### config.mk
export PLATFORM = sky130hd
export DESIGN_NAME = sgs_selector
export DESIGN_NICKNAME = d
export VERILOG_FILES = /design/src/sgs_pkg.sv /design/src/sgs_param_mem.sv /design/src/sgs_selector.sv
export VERILOG_INCLUDE_DIRS = /design/src
export SDC_FILE = /design/constraint.sdc
export NUM_CORES = 1
export LEC_CHECK = 0
export ABC_AREA = 1
export BUFFER_PORTS_ARGS = -buffer_cell sky130_fd_sc_hd__buf_2
export CAP_MARGIN = 20
export CORE_AREA = 2 2 196 198
export CTS_CLUSTER_SIZE = 20
export DETAILED_ROUTE_END_ITERATION = 6
export DIE_AREA = 0 0 198 200
export GPL_ROUTABILITY_DRIVEN = 0
export HOLD_SLACK_MARGIN = 0.08
export PLACE_DENSITY = 0.76
export SETUP_SLACK_MARGIN = 0.1
export SLEW_MARGIN = 20
export SYNTH_ARGS = -nofsm -noshare
export SYNTH_HDL_FRONTEND = slang
export SYNTH_SLANG_ARGS = --single-unit
### constraint.sdc
create_clock -name clk_sys -period 10.3 [get_ports clk_sys]
set_input_delay 0.515 -clock clk_sys [delete_from_list [all_inputs] [get_ports clk_sys]]
set_output_delay 0.515 -clock clk_sys [all_outputs]
set_load 0.05 [all_outputs]
### src/sgs_defs.svh
// register offsets, field positions, reset values and constants of the group selector
`ifndef SGS_DEFS_SVH
`define SGS_DEFS_SVH

`define SGS_CTRL_OFS 8'h00
`define SGS_OVR_OFS 8'h04
`define SGS_REM_OFS 8'h08
`define SGS_STAT_OFS 8'h0C
`define SGS_FAIL_OFS 8'h10
`define SGS_PSEL_OFS 8'h14
`define SGS_PDATA_OFS 8'h18

`define SGS_CTRL_OVR_BIT 0
`define SGS_CTRL_CNT_LSB 4
`define SGS_STAT_EN_LSB 8
`define SGS_STAT_BUSY_BIT 16

`define SGS_SEL_NONE 4'h0
`define SGS_SEL_MAX 4'h8
`define SGS_GROUPS 8
`define SGS_DEFAULT_PARAM 32'h0000_0000

`define SGS_RESP_OKAY 2'h0
`define SGS_RESP_SLVERR 2'h2

`endif

### src/sgs_pkg.sv
// types shared by the group selector files
package sgs_pkg;

  typedef enum logic [0:0] {
    SGS_LD_IDLE,
    SGS_LD_LOAD
  } sgs_ld_e;

  typedef struct packed {
    logic [2:0] used_cnt;
    logic ovr_en;
  } sgs_ctrl_s;

  typedef struct packed {
    logic lower_prio;
    logic force_fail;
    logic not_cfg;
  } sgs_fail_s;

endpackage

### src/sgs_param_mem.sv
// eight-word parameter store, one word per group, registered read
`timescale 1ns/1ps

module sgs_param_mem (
  // clock
  input wire logic clk_sys,
  // write port
  input wire logic we,
  input wire logic [2:0] waddr,
  input wire logic [31:0] wdata,
  // read port
  input wire logic [2:0] raddr,
  output logic [31:0] rdata
);

  logic [31:0] mem [0:7];

  // storage is not reset; the loader fills a group before it is used
  always_ff @(posedge clk_sys) begin
    if (we) begin
      mem[waddr] <= wdata;
    end
  end

  // read data comes out of a flop, one cycle after the address
  always_ff @(posedge clk_sys) begin
    rdata <= mem[raddr];
  end

endmodule

### src/sgs_selector.sv
// parameter group selector with axi4-lite registers and group parameter store
//
// Chosen here: the register offsets and the AXI4-Lite slave port.
`timescale 1ns/1ps
`include "sgs_defs.svh"

// Overview of operation
// - up to eight groups; reset enables only group one; idle with one group
// - read-only active group indication, group one after reset
// - override selector: 0 none, 1..8 select groups one to eight
// - override acts only when target enabled and override enable set
// - override enable ignores automatic control until software clears it
// - override selection latches the group like a pulse request
// - on override release, held level requests take control at once
// - count field n enables groups one through n+1
// - newly enabled groups get default parameter values loaded
// - remote selector 0 none, 1..8 groups; write acts as group request
// - with override enable clear, remote request rejected while a higher group is held by a level
// - fixed priority, group one highest; simultaneous pin requests take highest; a pin request beats a same-cycle remote write
// - request inputs are active-high bits, pulses or held levels
// - with override enable clear, a held group one request blocks every other request
// - held request on groups two to seven blocks lower groups only
// - held group eight request blocks nothing
// - pulse-activated group stays active until another group wins a request or a smaller count drops it
// - request for a disabled group flags failure, active group unchanged
module sgs_selector (
  // clock and reset
  input wire logic clk_sys,
  input wire logic rst,
  // group request pins, asynchronous
  input wire logic [7:0] grp_req_pin,
  // axi4-lite write address and data
  input wire logic [31:0] s_axi_awaddr,
  input wire logic s_axi_awvalid,
  output logic s_axi_awready,
  input wire logic [31:0] s_axi_wdata,
  input wire logic [3:0] s_axi_wstrb,
  input wire logic s_axi_wvalid,
  output logic s_axi_wready,
  // axi4-lite write response
  output logic [1:0] s_axi_bresp,
  output logic s_axi_bvalid,
  input wire logic s_axi_bready,
  // axi4-lite read
  input wire logic [31:0] s_axi_araddr,
  input wire logic s_axi_arvalid,
  output logic s_axi_arready,
  output logic [31:0] s_axi_rdata,
  output logic [1:0] s_axi_rresp,
  output logic s_axi_rvalid,
  input wire logic s_axi_rready,
  // selection result
  output logic [2:0] active_group,
  output logic [7:0] active_onehot,
  output logic req_fail
);

  // enabled mask from the count field: n enables n+1 groups
  function automatic logic [7:0] en_mask(input logic [2:0] cnt);
    logic [7:0] m;
    m = 8'h00;
    for (int i = 0; i < `SGS_GROUPS; i++) begin
      m[i] = (i <= int'(cnt));
    end
    return m;
  endfunction

  // lowest set index wins, group one is bit zero
  function automatic logic [3:0] prio_pick(input logic [7:0] v);
    logic [3:0] r;
    r = 4'h0;
    for (int i = `SGS_GROUPS - 1; i >= 0; i--) begin
      if (v[i]) begin
        r = {1'b1, 3'(i)};
      end
    end
    return r;
  endfunction

  // levels on groups one..seven mask every lower group; group eight masks none
  function automatic logic [7:0] below_mask(input logic [7:0] lvl);
    logic [7:0] b;
    b = 8'h00;
    for (int j = 1; j < `SGS_GROUPS; j++) begin
      for (int i = 0; i < j && i < 7; i++) begin
        b[j] = b[j] | lvl[i];
      end
    end
    return b;
  endfunction

  // byte-lane merge for full-word registers
  function automatic logic [31:0] strb_merge(input logic [31:0] old, input logic [31:0] nw,
                                            input logic [3:0] st);
    logic [31:0] r;
    r = old;
    for (int k = 0; k < 4; k++) begin
      if (st[k]) begin
        r[8*k +: 8] = nw[8*k +: 8];
      end
    end
    return r;
  endfunction

  sgs_pkg::sgs_ctrl_s ctrl_reg;
  sgs_pkg::sgs_fail_s fail_reg;
  sgs_pkg::sgs_fail_s fail_set;
  sgs_pkg::sgs_ld_e ld_state_reg;
  logic [3:0] ovr_sel_reg;
  logic [3:0] rem_sel_reg;
  logic [2:0] psel_reg;
  logic [7:0] sync1_reg;
  logic [7:0] lvl_reg;
  logic [7:0] prev_reg;
  logic ovr_prev_reg;
  logic [2:0] active_reg;
  logic [2:0] active_next;
  logic [7:0] onehot_reg;
  logic fail_pulse_reg;
  logic [2:0] ld_idx_reg;
  logic [2:0] ld_end_reg;
  logic awready_reg, wready_reg, bvalid_reg, arready_reg, rvalid_reg, rd_pend_reg;
  logic aw_held_reg, w_held_reg;
  logic [7:0] aw_addr_reg, rd_addr_reg;
  logic [31:0] wdata_reg;
  logic [3:0] wstrb_reg;
  logic [1:0] bresp_reg, rresp_reg;
  logic [31:0] rdata_reg;
  logic [31:0] mem_rdata;
  logic aw_fire, w_fire, wr_fire, ar_fire;
  logic ctrl_wr, ovr_wr, rem_wr, fail_wr, psel_wr, pdata_wr, wr_ok;
  logic [7:0] enabled, rise, blk, cand;
  logic [3:0] auto_pick, hold_pick;
  logic resume, rem_hi_held, ld_start;
  logic [2:0] new_cnt;

  // bus handshakes; a write is performed once both halves are held
  assign aw_fire = s_axi_awvalid & awready_reg;
  assign w_fire = s_axi_wvalid & wready_reg;
  assign ar_fire = s_axi_arvalid & arready_reg;
  assign wr_fire = aw_held_reg & w_held_reg & ~bvalid_reg;
  assign ctrl_wr = wr_fire && aw_addr_reg == `SGS_CTRL_OFS && wstrb_reg[0];
  assign ovr_wr = wr_fire && aw_addr_reg == `SGS_OVR_OFS && wstrb_reg[0];
  assign rem_wr = wr_fire && aw_addr_reg == `SGS_REM_OFS && wstrb_reg[0];
  assign fail_wr = wr_fire && aw_addr_reg == `SGS_FAIL_OFS && wstrb_reg[0];
  assign psel_wr = wr_fire && aw_addr_reg == `SGS_PSEL_OFS && wstrb_reg[0];
  assign pdata_wr = wr_fire && aw_addr_reg == `SGS_PDATA_OFS;
  assign wr_ok = aw_addr_reg <= `SGS_PDATA_OFS && aw_addr_reg[1:0] == 2'h0
                 && aw_addr_reg != `SGS_STAT_OFS;
  assign new_cnt = wdata_reg[`SGS_CTRL_CNT_LSB +: 3];
  assign ld_start = ctrl_wr && new_cnt > ctrl_reg.used_cnt;

  // request conditioning: edges are fresh requests, levels block lower ones
  assign enabled = en_mask(ctrl_reg.used_cnt);
  assign rise = lvl_reg & ~prev_reg;
  assign resume = ovr_prev_reg & ~ctrl_reg.ovr_en;
  assign blk = below_mask(lvl_reg);
  assign cand = (rise | (resume ? lvl_reg : 8'h00)) & ~blk;
  assign auto_pick = prio_pick(cand);
  assign hold_pick = prio_pick(lvl_reg);
  assign rem_hi_held = rem_sel_next_hi(wdata_reg[3:0], lvl_reg);

  // remote target is lower than some group held by a level on groups one..seven
  function automatic logic rem_sel_next_hi(input logic [3:0] sel, input logic [7:0] lvl);
    logic h;
    h = 1'b0;
    for (int i = 0; i < 7; i++) begin
      if (int'(sel) > i + 1 && lvl[i]) begin
        h = 1'b1;
      end
    end
    return h;
  endfunction

  // pins pass two flops before any logic looks at them
  always_ff @(posedge clk_sys) begin
    if (rst) begin
      sync1_reg <= 8'h00;
      lvl_reg <= 8'h00;
      prev_reg <= 8'h00;
    end else begin
      sync1_reg <= grp_req_pin;
      lvl_reg <= sync1_reg;
      prev_reg <= lvl_reg;
    end
  end

  // selection: override path, automatic path, then remote path
  always_comb begin
    active_next = active_reg;
    fail_set = '0;
    if (ctrl_reg.ovr_en) begin
      // automatic requests are ignored here; latest command latches
      if (ovr_wr || rem_wr) begin
        if (wdata_reg[3:0] != `SGS_SEL_NONE && wdata_reg[3:0] <= `SGS_SEL_MAX
            && enabled[3'(wdata_reg[3:0] - 4'h1)]) begin
          active_next = 3'(wdata_reg[3:0] - 4'h1);
        end else if (wdata_reg[3:0] != `SGS_SEL_NONE) begin
          fail_set.not_cfg = 1'b1;
        end
      end
    end else begin
      if (ovr_wr && wdata_reg[3:0] != `SGS_SEL_NONE) begin
        fail_set.force_fail = 1'b1;
      end
      if (auto_pick[3]) begin
        if (enabled[auto_pick[2:0]]) begin
          active_next = auto_pick[2:0];
        end else begin
          fail_set.not_cfg = 1'b1;
        end
      end else if (rem_wr && wdata_reg[3:0] != `SGS_SEL_NONE) begin
        if (rem_hi_held) begin
          fail_set.lower_prio = 1'b1;
        end else if (wdata_reg[3:0] <= `SGS_SEL_MAX
                     && enabled[3'(wdata_reg[3:0] - 4'h1)]) begin
          active_next = 3'(wdata_reg[3:0] - 4'h1);
        end else begin
          fail_set.not_cfg = 1'b1;
        end
      end
    end
    // a group dropped by a smaller count falls back to group one
    if (!enabled[active_next]) begin
      active_next = 3'h0;
    end
  end

  // active group and its decoded copies; nothing else moves it (holds after release unless a level is held)
  always_ff @(posedge clk_sys) begin
    if (rst) begin
      active_reg <= 3'h0;
      onehot_reg <= 8'h01;
      fail_pulse_reg <= 1'b0;
      ovr_prev_reg <= 1'b0;
    end else begin
      active_reg <= active_next;
      onehot_reg <= 8'(8'h01 << active_next);
      fail_pulse_reg <= |fail_set;
      ovr_prev_reg <= ctrl_reg.ovr_en;
    end
  end

  // software settings; override enable stays until written to zero
  always_ff @(posedge clk_sys) begin
    if (rst) begin
      ctrl_reg <= '0;
      ovr_sel_reg <= `SGS_SEL_NONE;
      rem_sel_reg <= `SGS_SEL_NONE;
      psel_reg <= 3'h0;
    end else begin
      if (ctrl_wr) begin
        ctrl_reg.ovr_en <= wdata_reg[`SGS_CTRL_OVR_BIT];
        ctrl_reg.used_cnt <= new_cnt;
      end
      if (ovr_wr) begin
        ovr_sel_reg <= wdata_reg[3:0];
      end
      if (rem_wr) begin
        rem_sel_reg <= wdata_reg[3:0];
      end
      if (psel_wr) begin
        psel_reg <= wdata_reg[2:0];
      end
    end
  end

  // sticky failure flags, write one to clear; a new failure beats the clear
  always_ff @(posedge clk_sys) begin
    if (rst) begin
      fail_reg <= '0;
    end else begin
      fail_reg <= (fail_wr ? (fail_reg & ~sgs_pkg::sgs_fail_s'(wdata_reg[2:0])) : fail_reg)
                  | fail_set;
    end
  end

  // default loader; starts at reset for group one, later for newly enabled groups
  always_ff @(posedge clk_sys) begin
    if (rst) begin
      ld_state_reg <= sgs_pkg::SGS_LD_LOAD;
      ld_idx_reg <= 3'h0;
      ld_end_reg <= 3'h0;
    end else begin
      unique case (ld_state_reg)
        sgs_pkg::SGS_LD_IDLE: begin
          if (ld_start) begin
            ld_state_reg <= sgs_pkg::SGS_LD_LOAD;
            ld_idx_reg <= 3'(ctrl_reg.used_cnt + 3'h1);
            ld_end_reg <= new_cnt;
          end
        end
        sgs_pkg::SGS_LD_LOAD: begin
          if (ld_idx_reg == ld_end_reg) begin
            ld_state_reg <= sgs_pkg::SGS_LD_IDLE;
          end else begin
            ld_idx_reg <= 3'(ld_idx_reg + 3'h1);
          end
        end
      endcase
    end
  end

  // loader owns the write port while it runs; bus writes are stalled meanwhile, reads go on
  sgs_param_mem u_mem (
    .clk_sys(clk_sys),
    .we(ld_state_reg == sgs_pkg::SGS_LD_LOAD || pdata_wr),
    .waddr(ld_state_reg == sgs_pkg::SGS_LD_LOAD ? ld_idx_reg : psel_reg),
    .wdata(ld_state_reg == sgs_pkg::SGS_LD_LOAD ? `SGS_DEFAULT_PARAM
           : strb_merge(mem_rdata, wdata_reg, wstrb_reg)),
    .raddr(psel_reg),
    .rdata(mem_rdata)
  );

  // write channels: address and data captured independently, one write at a time
  always_ff @(posedge clk_sys) begin
    if (rst) begin
      awready_reg <= 1'b0;
      wready_reg <= 1'b0;
      aw_held_reg <= 1'b0;
      w_held_reg <= 1'b0;
      aw_addr_reg <= 8'h00;
      wdata_reg <= 32'h0000_0000;
      wstrb_reg <= 4'h0;
      bvalid_reg <= 1'b0;
      bresp_reg <= `SGS_RESP_OKAY;
    end else begin
      awready_reg <= !(aw_held_reg || aw_fire) && !bvalid_reg && !wr_fire
                     && ld_state_reg == sgs_pkg::SGS_LD_IDLE;
      wready_reg <= !(w_held_reg || w_fire) && !bvalid_reg && !wr_fire
                    && ld_state_reg == sgs_pkg::SGS_LD_IDLE;
      if (aw_fire) begin
        aw_held_reg <= 1'b1;
        aw_addr_reg <= s_axi_awaddr[7:0];
      end else if (wr_fire) begin
        aw_held_reg <= 1'b0;
      end
      if (w_fire) begin
        w_held_reg <= 1'b1;
        wdata_reg <= s_axi_wdata;
        wstrb_reg <= s_axi_wstrb;
      end else if (wr_fire) begin
        w_held_reg <= 1'b0;
      end
      if (wr_fire) begin
        bvalid_reg <= 1'b1;
        bresp_reg <= wr_ok ? `SGS_RESP_OKAY : `SGS_RESP_SLVERR;
      end else if (s_axi_bready) begin
        bvalid_reg <= 1'b0;
      end
    end
  end

  // read channel: address taken, data one cycle later so the store has settled
  always_ff @(posedge clk_sys) begin
    if (rst) begin
      arready_reg <= 1'b0;
      rd_pend_reg <= 1'b0;
      rd_addr_reg <= 8'h00;
      rvalid_reg <= 1'b0;
      rdata_reg <= 32'h0000_0000;
      rresp_reg <= `SGS_RESP_OKAY;
    end else begin
      arready_reg <= !ar_fire && !rd_pend_reg && !rvalid_reg;
      if (ar_fire) begin
        rd_pend_reg <= 1'b1;
        rd_addr_reg <= s_axi_araddr[7:0];
      end else begin
        rd_pend_reg <= 1'b0;
      end
      if (rd_pend_reg) begin
        rvalid_reg <= 1'b1;
        rresp_reg <= `SGS_RESP_OKAY;
        unique case (rd_addr_reg)
          `SGS_CTRL_OFS: rdata_reg <= 32'({ctrl_reg.used_cnt, 3'h0, ctrl_reg.ovr_en});
          `SGS_OVR_OFS: rdata_reg <= 32'(ovr_sel_reg);
          `SGS_REM_OFS: rdata_reg <= 32'(rem_sel_reg);
          `SGS_STAT_OFS: rdata_reg <= 32'({ld_state_reg == sgs_pkg::SGS_LD_LOAD,
                                            enabled, 5'h00, active_reg});
          `SGS_FAIL_OFS: rdata_reg <= 32'(fail_reg);
          `SGS_PSEL_OFS: rdata_reg <= 32'(psel_reg);
          `SGS_PDATA_OFS: rdata_reg <= mem_rdata;
          default: begin
            rdata_reg <= 32'h0000_0000;
            rresp_reg <= `SGS_RESP_SLVERR;
          end
        endcase
      end else if (s_axi_rready) begin
        rvalid_reg <= 1'b0;
      end
    end
  end

  // outputs straight from flops
  assign s_axi_awready = awready_reg;
  assign s_axi_wready = wready_reg;
  assign s_axi_bvalid = bvalid_reg;
  assign s_axi_bresp = bresp_reg;
  assign s_axi_arready = arready_reg;
  assign s_axi_rvalid = rvalid_reg;
  assign s_axi_rdata = rdata_reg;
  assign s_axi_rresp = rresp_reg;
  assign active_group = active_reg;
  assign active_onehot = onehot_reg;
  assign req_fail = fail_pulse_reg;
endmodule

Word level (Yosys, flattened, before mapping)
Memories as Yosys holds them, arrays and structs flattened. A register that Yosys moved wholly into a read port is not among the register bits.
Cells that the tools add are included.
{"block": "totals", "register_bits": 158, "input_bits": 115, "n_memories": 1, "mem_bits_rw": 256}
{"memory": "u_mem.mem", "words": 8, "width": 32, "rd": 1, "rd_ports_with_merged_regs": 1, "wr": 1, "line_no": "sgs_param_mem.sv:16", "text": "logic [31:0] mem [0:7];"}
{"block": "op_classes", "eq_ne": 15, "n_addsub": 3, "n_mux": 71, "n_reduce_logical": 57, "shifts": 1, "n_lt_le_gt_ge": 20, "bitwise_logic": 23}
{"cell": "one-hot mux 32 bit (7 select lines)", "n": 1}
{"cell": "equality test 8 x 5 -> 1 bit, second input constant", "n": 6}
{"cell": "2-to-1 mux 8 bit", "n": 5}
{"cell": "2-to-1 mux 3 bit", "n": 13}
{"cell": "2-to-1 mux 1 bit", "n": 35}
{"cell": "logical AND 1 bit", "n": 34}
{"cell": "2-to-1 mux 32 bit", "n": 1}
{"cell": "2-to-1 mux 4 bit", "n": 8}
{"cell": "equality test 8 x 4 -> 1 bit, second input constant", "n": 3}
{"cell": "bitwise AND 8 bit", "n": 2}
{"cell": "equality test 8 x 3 -> 1 bit, second input constant", "n": 2}
{"cell": "greater-than comparator 4 x 3 -> 1 bit, second input constant", "n": 4}
{"cell": "zero test 8 bit", "n": 2}
{"cell": "NOT 8 bit", "n": 2}
{"cell": "<= comparator 3 bit, first input constant", "n": 4}
{"cell": "< comparator 3 x 4 -> 1 bit, second input constant", "n": 3}
{"cell": "binary-select mux 1 bit (select 3 bit)", "n": 3}
{"cell": "greater-than comparator 4 x 2 -> 1 bit, second input constant", "n": 2}
{"cell": "<= comparator 8 x 5 -> 1 bit, second input constant", "n": 1}
{"cell": "inequality test 8 x 4 -> 1 bit, second input constant", "n": 1}
{"cell": "bitwise OR 8 bit", "n": 1}
{"cell": "nonzero test 2 bit", "n": 4}
{"cell": "<< shifter 1 x 3 -> 8 bit, first input constant", "n": 1}
{"cell": "zero test 1 bit", "n": 7}
{"cell": "24 further kinds", "n": 45}

Longest topological paths before layout
Gate-level depths: netlist of the first run.
{"block": "logic_depth", "word_depth": 25, "depth_mapped": 24, "depth_no_buf": 24}

By module
Synthesis of the first run repeated with hierarchy kept, for this count alone.
{"block": "hier_totals", "hier_cells": 2119, "area_unflattened_um2": 18843.1}
{"module": "sgs_param_mem", "cells_each": 1156, "n_inst": 1, "area_per_inst_um2": 11872.6}
{"module": "sgs_selector", "cells_each": 963, "n_inst": 1, "area_per_inst_um2": 6970.4}

Worst setup path after synthesis of the first run
Ideal clock, no wire load.
{"block": "synth_timing", "path_kind": "reg-to-reg", "start": "register aw_addr_reg[0]", "end": "memory u_mem.mem[7][0] (enable)", "path_slack_ns": 6.368, "period_less_slack_ns": 3.932, "t_required_ns": 9.832, "stages_incl_launch_ff": 10, "arrival_ns": 3.464, "path_cell_list": "dfxtp_1 > nor2_2 > inv_2 > nor3_2 > inv_2 > nor3_1 > nand2_1 > nand2_1 > inv_1 > nor3b_1"}
{"block": "synth_between", "elab_chain_len": 5}
{"element": "start: declaration", "line_no": "sgs_selector.sv:124", "text": "logic [7:0] aw_addr_reg, rd_addr_reg;"}
{"element": "start signal: assignment", "line_no": "sgs_selector.sv:334", "text": "aw_addr_reg <= s_axi_awaddr[7:0];"}
{"element": "equality test 8 x 5 -> 1 bit (no source line)"}
{"element": "logical AND 1 bit (no source line)"}
{"element": "logical OR 1 bit", "line_no": "sgs_selector.sv:307", "text": ".we(ld_state_reg == sgs_pkg::SGS_LD_LOAD || pdata_wr),"}
{"element": "2-to-1 mux 1 bit", "line_no": "sgs_param_mem.sv:20", "text": "if (we) begin"}
{"element": "2-to-1 mux 1 bit (implied by the code)", "line_no": "sgs_param_mem.sv:21", "text": "mem[waddr] <= wdata;"}
{"element": "end: declaration", "line_no": "sgs_param_mem.sv:16"}
Every way passes these cells.

Final worst setup path of the first run
{"block": "layout_timing", "start": "register psel_reg[0]", "end": "memory u_mem.mem[5][9] (enable)"}
{"block": "layout_between", "elab_chain_len": 1}
{"element": "start: declaration", "line_no": "sgs_selector.sv:111", "text": "logic [2:0] psel_reg;"}
{"element": "start signal: assignment", "line_no": "sgs_selector.sv:263", "text": "psel_reg <= wdata_reg[2:0];"}
{"element": "2-to-1 mux 3 bit", "line_no": "sgs_selector.sv:308", "text": ".waddr(ld_state_reg == sgs_pkg::SGS_LD_LOAD ? ld_idx_reg : psel_reg),"}
Every way passes these cells.

==> results of run 1 <==
==> layout by cell type (no fill, tap or decap), types with 3 or more instances in the layout <==
cell type / count
a211oi_1: 7
a21oi_1: 86
a21oi_2: 4
a31oi_1: 36
buf_2: 117
buf_4: 22
clkbuf_1: 17
clkbuf_16: 42
clkbuf_8: 4
clkinv_1: 8
clkinv_2: 7
dfxtp_1: 186
edfxtp_1: 256
ha_1: 7
inv_1: 101
inv_2: 20
nand2_1: 107
nand2_2: 14
nand2_4: 6
nand3_1: 43
nand3_2: 5
nand4_1: 8
nor2_1: 369
nor2_2: 7
nor3_1: 11
nor3_2: 8
nor4_1: 3
o211ai_1: 5
o21ai_0: 249
o22ai_1: 38
o31ai_1: 20
xor2_1: 3
==> routing by layer <==
layer  global-route usage [%]  share of wire [%]  wire [µm]  up-vias
li1                         -                  -          -     6140
met1                     29.2                 43      18300     6176
met2                     34.2                 45      19300      587
met3                     4.10                9.0       3830       78
met4                     7.69                2.5       1050        0
met5                        0                  0          0        -
==> report_power, final <==
group	leakage (µW)	switching [µW]	internal, µW
Sequential	0.00393	93.7	2280
Clock	0.000636	655	821
Combinational	0.00295	564	189
Total	0.00752	1310	3290
==> area by class of cell <==
cell class	count	area, µm²
Clock buffer	63	1170
Clock inverter	14	143
Fill cell	3136	17500
Inverter	130	493
Multi-Input combinational cell	1060	5200
Sequential cell	444	11500
Tap cell	511	639
Timing Repair Buffer	139	751
==> metrics by stage <==
stage,setup slack (ns),total power (µW),util [%],hold slack (ns),instances
finish,6.66,4600,53.1,0.155,2361
global route,6.47,4790,53.1,0.154,2361
CTS,6.65,4610,53.1,0.143,2361
detailed placement,6.64,3150,49.6,0.396,2284
global placement,6.77,3100,49.6,0.400,2284
floorplan,6.37,2880,-,0.388,1725
==> worst paths after layout <==
path / slack (ns) / endpoint / startpoint
setup / recovery: 6.66 / u_mem.mem[5][9] / psel_reg[0]
hold / removal: 0.16 / s_axi_rvalid / s_axi_rready
setup reg to reg: 6.66 / u_mem.mem[5][9] / psel_reg[0]
hold reg to reg: 0.42 / lvl_reg[0] / sync1_reg[0]
==> cell families after synthesis <==
family	Yosys count
buf+inv	221
flops	444
simple gates	589
other cells	1
fa+ha+maj	7
xor+xnor	4
compound gates	458
==> synthesized netlist by cell type (all sizes together) <==
library cell  count
nor2            378
edfxtp          256
o21ai           252
dfxtp           188
nand2           127
inv             123
a21oi            90
clkbuf           82
nand3            49
o22ai            38
a31oi            37
nor3             20
o31ai            20
buf               9
nand4             9
a211oi            7
clkinv            7
ha                7
o211ai            5
nor4              3
xor2              3
a221oi            2
o32ai             2
a2111oi           1
a221o             1
a22o              1
a22oi             1
and3              1
conb              1
nor3b             1
o2111ai           1
or2               1
xnor2             1
==> critical path: cells and delay by family (launching register included) <==
family	cells	cell delay [ns]
simple gates	2	0.79
compound gates	1	0.62
buf+inv	2	1.04
flops	1	0.79
==> results.toml, run 1 <==
[sta]
finalCriticalPeriod_ns = 3.64
setup_viol = 0
hold_violations = 0
finalCritPeriodShare_pct = 35.3
tightest_slew_ns = 0.941
timing.slew.headroom_pct = 36.9
slew_viol_final = 0
skew_ns = 0.0198
fmax_ghz = 0.275
rsz0062_at_grt = "no"
tns_ns = 0

[setup_path]
slowest_delay_ns = 0.79
worstPathArrival_ns = 3.84
path_cells = "inv_2 -> a21oi_1 -> nand2_1 -> nor2_2 -> buf_4"
crit_fanout = 60
reg2regPathDepth = 5
path_class = "reg2reg"
worstPathRequired_ns = 10.50
critPathSlowestCell = "dfxtp_4"
critPathLaunchType = "register"
critPathCaptureType = "register"

[clock_network]
cts_buffers = 42
cts_tree = "yes"
clockBufferDepth = 3
h-tree-depth = 2
hold_buffers = 0
clk_pin_slew_ns = 0.06
clk_latency_ns = 0.57
cts_root_buf = "clkbuf_16"
cts_resized = 0
cts.sinks = 444
cts_setup_buffers = 0

[worst_hold_path]
hold_depth = 2
hold_class = "in2reg"

[place]
hpwl_um = 25400
dpl-instance-area_um2 = 18500
portBuffers = 117

[cells_and_area]
largest_register = "u_mem.mem"
drive_above_1_share_pct = 14.8
diodes = 0
largest_reg_flops = 256
final_area_um2 = 19900
finalNetCount = 1939
area_growth_pct = 13.7

[route]
wl_per_cell_um = 18.0
vias_per_cell = 5.50
drtAntennaViolNets = 0
remaining_drc_errors = 2
vias = 13000
totalWireLength_um = 42500
first_pass_iters = 7
first_iter_violations = 1229

[yosys]
ys.warnings.count = 0
synth-xor-area-share_pct = 0.201
synthAdderAreaFrac_pct = 0.502
synth_compound_area_share_pct = 14.5
avgSynthCellArea_um2 = 10.1
syn_area_um2 = 17500
yosysTopAreaCell = "edfxtp_1"
postSynthCellCount = 1724
synth_top_family_by_area = "compound AO/OA/AOI/OAI gates"
ys_types = 49
synth-simple-area-share_pct = 14.3
muxShareOfSynthArea_pct = 0
ys_ff_latch = 444
synth.yosys.seq_area_share_pct = 65.6
yosysTopAreaCellShare_pct = 44.0
synth_area_leaders = "edfxtp_1 44%, dfxtp_1 22%, nor2_1 8.0%, o21ai_0 7.1%, a21oi_1 2.5%"

[grt]
grt_max_degree = 83
antenna_found_initial = 1
grt_pass1_vias = 12300
grt_usage_pct = 21.4
grt_pass1_wl_um = 65800
grt-ovfl-total = 0

[outcome]
status = "finished, violations left"
violations = "DRC"

[die]
core.rowCount = 71
die-area_um2 = 39600
io-pin-count = 168
start_util_pct = 46.7
core_um2 = 37400
fp.dieH_um = 200
die_w_um = 198

[pwr]
p_per_area_nw_per_um2 = 232
leakagePower_uw = 0.00752
peakVddDrop_uv = 153

[flow_run]
drv_cap = 0
(Power assumes the default switching activity.)
==> inputs of run 2 (changes only) <==
ABC_AREA = 0   (was 1)
PLACE_DENSITY = 0.79   (was 0.76)
clock period = 3.07 ns   (was 10.3 ns; I/O delays follow)
==> run 2 against run 1 <==
Net effect:
- the flow still finishes with violations (DRC)
- count of clock-buffer cells in the layout is 7 lower
- non-clock buffer count rose by 111
- sequential share of layout area is 3.7 points lower
- cell area rose by 6.8%
- routed wire length increased by 4.4%
- final cell count decreased by 14%
- clock power rose to 3.6 times the previous value
- fmax increased by 24%
- synthesized cell count down 26%
- global-route usage grew 0.91 points
- largest cell class unchanged
==> results.toml, run 2 <==
[setup_path]
critPathLaunchType = "register"
path_class = "reg2reg"
crit_fanout = 6
critPathCaptureType = "register"
reg2reg_slack_ns = 0.13
worstPathRequired_ns = 3.55
worstPathArrival_ns = 3.43

[outcome]
violations = "DRC"
status = "finished, violations left"

[route]
vias = 11800
wl_per_cell_um = 21.8
totalWireLength_um = 44400
vias_per_cell = 5.80
first_iter_violations = 1150
first_pass_iters = 7
drtAntennaViolNets = 0
remaining_drc_errors = 18

[clock_network]
cts_tree = "yes"
clk_pin_slew_ns = 0.07
h-tree-depth = 2
cts_root_buf = "clkbuf_16"
cts.sinks = 444
cts_buffers = 43
clk_latency_ns = 0.56
clockBufferDepth = 3

[place]
dp_slack_ns = 0.0933
hpwl_um = 25100
portBuffers = 117
dp.cells = 1871
dpl-instance-area_um2 = 18800

[yosys]
syn_area_um2 = 17400
ys_types = 78
synth_flop_cell = "edfxtp_1"
yosysTopAreaCellShare_pct = 44.2
async_reset_ff_share_pct = 0
synth_area_leaders = "edfxtp_1 44%, dfxtp_1 22%, mux4_2 8.3%, nand2_1 3.3%, mux2i_1 3.0%"
ys.warnings.count = 0
yosysMostFrequentCell = "edfxtp_1"
synth-edff-count = 256
yosysTopAreaCell = "edfxtp_1"
synth.yosys.seq_area_share_pct = 65.8
synthTopCellsByCount = "256 x edfxtp_1, 188 x dfxtp_1, 152 x nand2_1, 86 x nor2_1, 81 x a21oi_1"
ys_ff_latch = 444
avgSynthCellArea_um2 = 13.7
postSynthCellCount = 1273

[worst_hold_path]
hold_class = "in2reg"

[sta]
fmax_ghz = 0.340
setup_ws_ns = 0.125
slew_viol_final = 0
rsz0062_at_grt = "no"
setup_viol = 0
timing.slew.headroom_pct = 30.3
skew_ns = 0.0229
hold_violations = 0
finalCriticalPeriod_ns = 2.94
tightest_slew_ns = 1.04
tns_ns = 0
finalCritPeriodShare_pct = 95.9

[grt]
grt-ovfl-total = 0
antenna_found_initial = 0
grt_pass1_wl_um = 66300
grt_pass1_vias = 11600
grt_usage_pct = 22.3
grt_max_degree = 43

[pwr]
leakagePower_uw = 0.00745
peakVddDrop_uv = 529
p_per_area_nw_per_um2 = 590

[die]
core_um2 = 37400
start_util_pct = 46.5
die_w_um = 198
die-area_um2 = 39600
io-pin-count = 168
core.rowCount = 71
fp.dieH_um = 200

[cells_and_area]
fillers = 2814
diodes = 0
area_growth_pct = 21.9
final_cell_mix = "256 x edfxtp_1, 181 x dfxtp_1, 152 x nand2_1, 116 x buf_2, 81 x a21oi_1"
layout_commonest_cell = "edfxtp_1"
utilization_pct = 56.7
largest_reg_flops = 256
finalNetCount = 1610
finalNonFillerCells = 2033
final_area_um2 = 21200
drive_above_1_share_pct = 25.9
largest_register = "u_mem.mem"

[flow_run]
drv_cap = 0
## run 2: cell types whose count changed after synthesis, sizes merged, moves of 13 or more
cell / previous run / this run
nor2: 378 / 86
o21ai: 252 / 34
inv: 123 / 18
a22o: 1 / 17
mux2: 0 / 35
nor2b: 0 / 29
a31oi: 37 / 11
o31ai: 20 / 7
o22ai: 38 / 3
clkbuf: 82 / 61
nand3: 49 / 10
mux2i: 0 / 52
mux4: 0 / 64
nand2: 127 / 153
## run 2: final cells by class
type                       instances  area (µm²)  area share, %
multi-input combinational        731        5700           26.9
timing repair buffer             250        1900           8.95
tap                              511         639           3.01
clock buffer                      56        1230           5.79
inverter                          18        67.6          0.319
clock inverter                    23         216           1.02
sequential                       444       11500           54.0
## run 2: timing repair
item                       in CTS  in global routing
setup endpoints to repair       7                 11
hold endpoints to repair       70                  0
setup buffers                   0                  3
hold buffers                   80                  0
pin swaps                       0                  6
gates resized for setup         2                 24
## run 2: cells by family (layout without fill, tap and decap cells)
group | after synthesis | count (layout) | synth area share (%)
AO/OA/AOI/OAI | 218 | 218 | 8.23
XOR/XNOR | 5 | 5 | 0.252
adder cells (fa/ha/maj) | 8 | 8 | 0.568
buffers and inverters | 99 | 347 | 2.24
flip-flops | 444 | 444 | 65.8
multiplexers | 151 | 151 | 13.5
other | 1 | 2 | 0.0215
AND/OR/NAND/NOR | 347 | 347 | 9.35
## run 2: stage by stage
stage          power [µW]  hold slack [ns]
2_1_floorplan        6970            0.282
3_3_place_gp         7170            0.373
3_5_place_dp         7190            0.391
4_1_cts             12500           0.0819
5_1_grt             12900            0.134
6_report            12500            0.112
## run 2: report_power, final
group	leakage [µW]	switching, µW	total [µW]	internal [µW]
clock	0.000721	2300	5340	3040
sequential	0.00391	84.0	6490	6400
combinational	0.00282	392	693	301
total	0.00745	2770	12500	9750
## run 2: final timing paths
path	depth (start not counted)	start	end
max	11	wdata_reg[1]	active_onehot[7]
min	4	s_axi_awvalid	aw_addr_reg[7]
max reg2reg	11	wdata_reg[1]	active_onehot[7]
min reg2reg	1	sync1_reg[3]	lvl_reg[3]
## run 2: routing by layer
| metal | GRT usage (%) | wire [µm] | vias up |
|---|---|---|---|
| met5 | 0 | 0 | - |
| met4 | 8.16 | 1480 | 0 |
| met3 | 4.25 | 3850 | 129 |
| met2 | 37.6 | 21600 | 629 |
| met1 | 28.8 | 17500 | 5824 |
| li1 | - | - | 5202 |
## run 2: worst max-delay path, cell delays in order, from the launching register on
cell      delay, ns
dfxtp_1        0.31
inv_1          0.13
ha_4           0.24
a211oi_1       0.41
a211oi_2       0.13
nor2_2         0.28
nor3_2         0.10
buf_4          0.15
a221oi_1       0.30
a22oi_1        0.17
or3_1          0.37
and4bb_2       0.30
==> inputs of run 3 (changes only) <==
CORE_AREA = 2 2 176 221   (was 2 2 196 198)
DIE_AREA = 0 0 178 223   (was 0 0 198 200)
PLACE_DENSITY = 0.78   (was 0.79)
==> run 3 against run 2 <==
Net effect:
- the run now ends clean
- fmax fell by 1.1%
- flip-flop and latch count did not move
- via count fell by 1.6%
- critical endpoint unchanged
==> results.toml, run 3 (same netlist as run 2, synthesis figures left out) <==
[cells_and_area]
final_cell_mix = "256 x edfxtp_1, 184 x dfxtp_1, 152 x nand2_1, 116 x buf_2, 81 x dlygate4sd3_1"
multi_input_area_um2 = 5690
finalNonFillerCells = 2012
register_area_um2 = 11500
diodes = 0
finalNetCount = 1611
fillers = 2844
largest_reg_flops = 256
drive_above_1_share_pct = 25.3
layout_commonest_cell = "edfxtp_1"
largest_register = "u_mem.mem"
final_area_um2 = 21100
area_growth_pct = 21.2

[place]
portBuffers = 117
hpwl_um = 25000
dp.cells = 1855
dpl-instance-area_um2 = 18800

[die]
start_util_pct = 46.1
io-pin-count = 168
die-area_um2 = 39700
die_w_um = 178
fp.dieH_um = 223
core_um2 = 37700
core.rowCount = 80

[grt]
grt_usage_pct = 21.5
grt_max_degree = 65
antenna_found_initial = 0
grt_pass1_vias = 11700
grt_pass1_wl_um = 65300
grt-ovfl-total = 0

[outcome]
status = "finished, final reports clean"

[setup_path]
crit_fanout = 6
worstPathArrival_ns = 3.46
critPathLaunchType = "register"
critical_path.startpoint = "wdata_reg[1]"
path_class = "reg2reg"
worstPathRequired_ns = 3.55
reg2regPathDepth = 11
critPathCaptureType = "register"
worstReg2RegStart = "wdata_reg[1]"

[route]
first_pass_iters = 5
totalWireLength_um = 43200
remaining_drc_errors = 0
vias = 11600
wl_per_cell_um = 21.5
vias_per_cell = 5.76
first_iter_violations = 1249
drtAntennaViolNets = 0

[clock_network]
cts.sinks = 444
clk_latency_ns = 0.55
cts_root_buf = "clkbuf_16"
clockBufferDepth = 3
h-tree-depth = 2
clk_pin_slew_ns = 0.07
cts_tree = "yes"
cts_buffers = 39

[pwr]
peakVddDrop_uv = 418
power_uw = 12200
p_per_area_nw_per_um2 = 577
leakagePower_uw = 0.00737

[worst_hold_path]
hold_class = "in2reg"
min-delay-start = "s_axi_awvalid"
hold_depth = 3

[sta]
fmax_ghz = 0.336
tightest_slew_ns = 0.683
timing.slew.headroom_pct = 54.4
tns_ns = 0
hold_violations = 0
setup_viol = 0
rsz0062_at_grt = "yes"
skew_ns = 0.0171
finalCriticalPeriod_ns = 2.98
slew_viol_final = 0
finalCritPeriodShare_pct = 97.0

[flow_run]
drv_cap = 0
-- run 3: changes by cell type in the layout (fill, tap and decap cells not counted), sizes merged --
cell         change
buf              +4
bufinv           +1
dlygate4sd3      +1
clkinv           -5
inv              -5
clkinvlp         +2
-- run 3: per-stage QoR --
step	setup WS (ns)	util, %	hold WS (ns)
5_1_grt	-0.0264	55.9	0.153
2_1_floorplan	-0.306	-	0.282
6_report	0.0923	55.9	0.132
3_5_place_dp	0.0350	49.9	0.370
3_3_place_gp	0.199	49.9	0.372
4_1_cts	0.102	55.5	0.0933
-- run 3: final timing paths --
path	end	slack (ns)
setup / recovery	active_onehot[7]	0.09
hold / removal	aw_held_reg	0.13
setup reg to reg	active_onehot[7]	0.09
hold reg to reg	lvl_reg[7]	0.45
-- run 3: layer usage --
metal / vias up / share of wire, % / global-route usage [%]
met3: 107 / 6.4 / 3.41
met1: 5809 / 38 / 25.5
met4: 0 / 3.7 / 9.36
met5: - / 0 / 0
li1: 5199 / - / -
met2: 481 / 52 / 38.3
-- run 3: cell type report --
type                            count  area share, %
Tap cell                          492           2.92
Clock inverter                     16          0.819
Multi-Input combinational cell    731           27.0
Clock buffer                       56           5.33
Inverter                           18          0.320
Timing Repair Buffer              255           9.27
Sequential cell                   444           54.3
-- run 3: critical path, cell delays in order, from the launching register on --
cell	delay (ns)
dfxtp_1	0.33
inv_1	0.09
ha_2	0.40
o22ai_1	0.14
a311oi_2	0.41
nor2_2	0.13
nor3_2	0.22
a21oi_1	0.13
a221oi_2	0.31
a22oi_2	0.14
or3_1	0.34
and4bb_2	0.29
-- run 3: timing repair --
item,CTS,global route
endpoints found under the setup margin,5,11
buffers inserted,0,4
hold buffers,81,0
hold endpoints to repair,76,0
gates resized for setup,2,23
pin swaps,0,7
-- run 3: where the power goes --
group	switching [µW]	internal [µW]
clock	2160	2820
combinational	402	310
sequential	78.1	6400
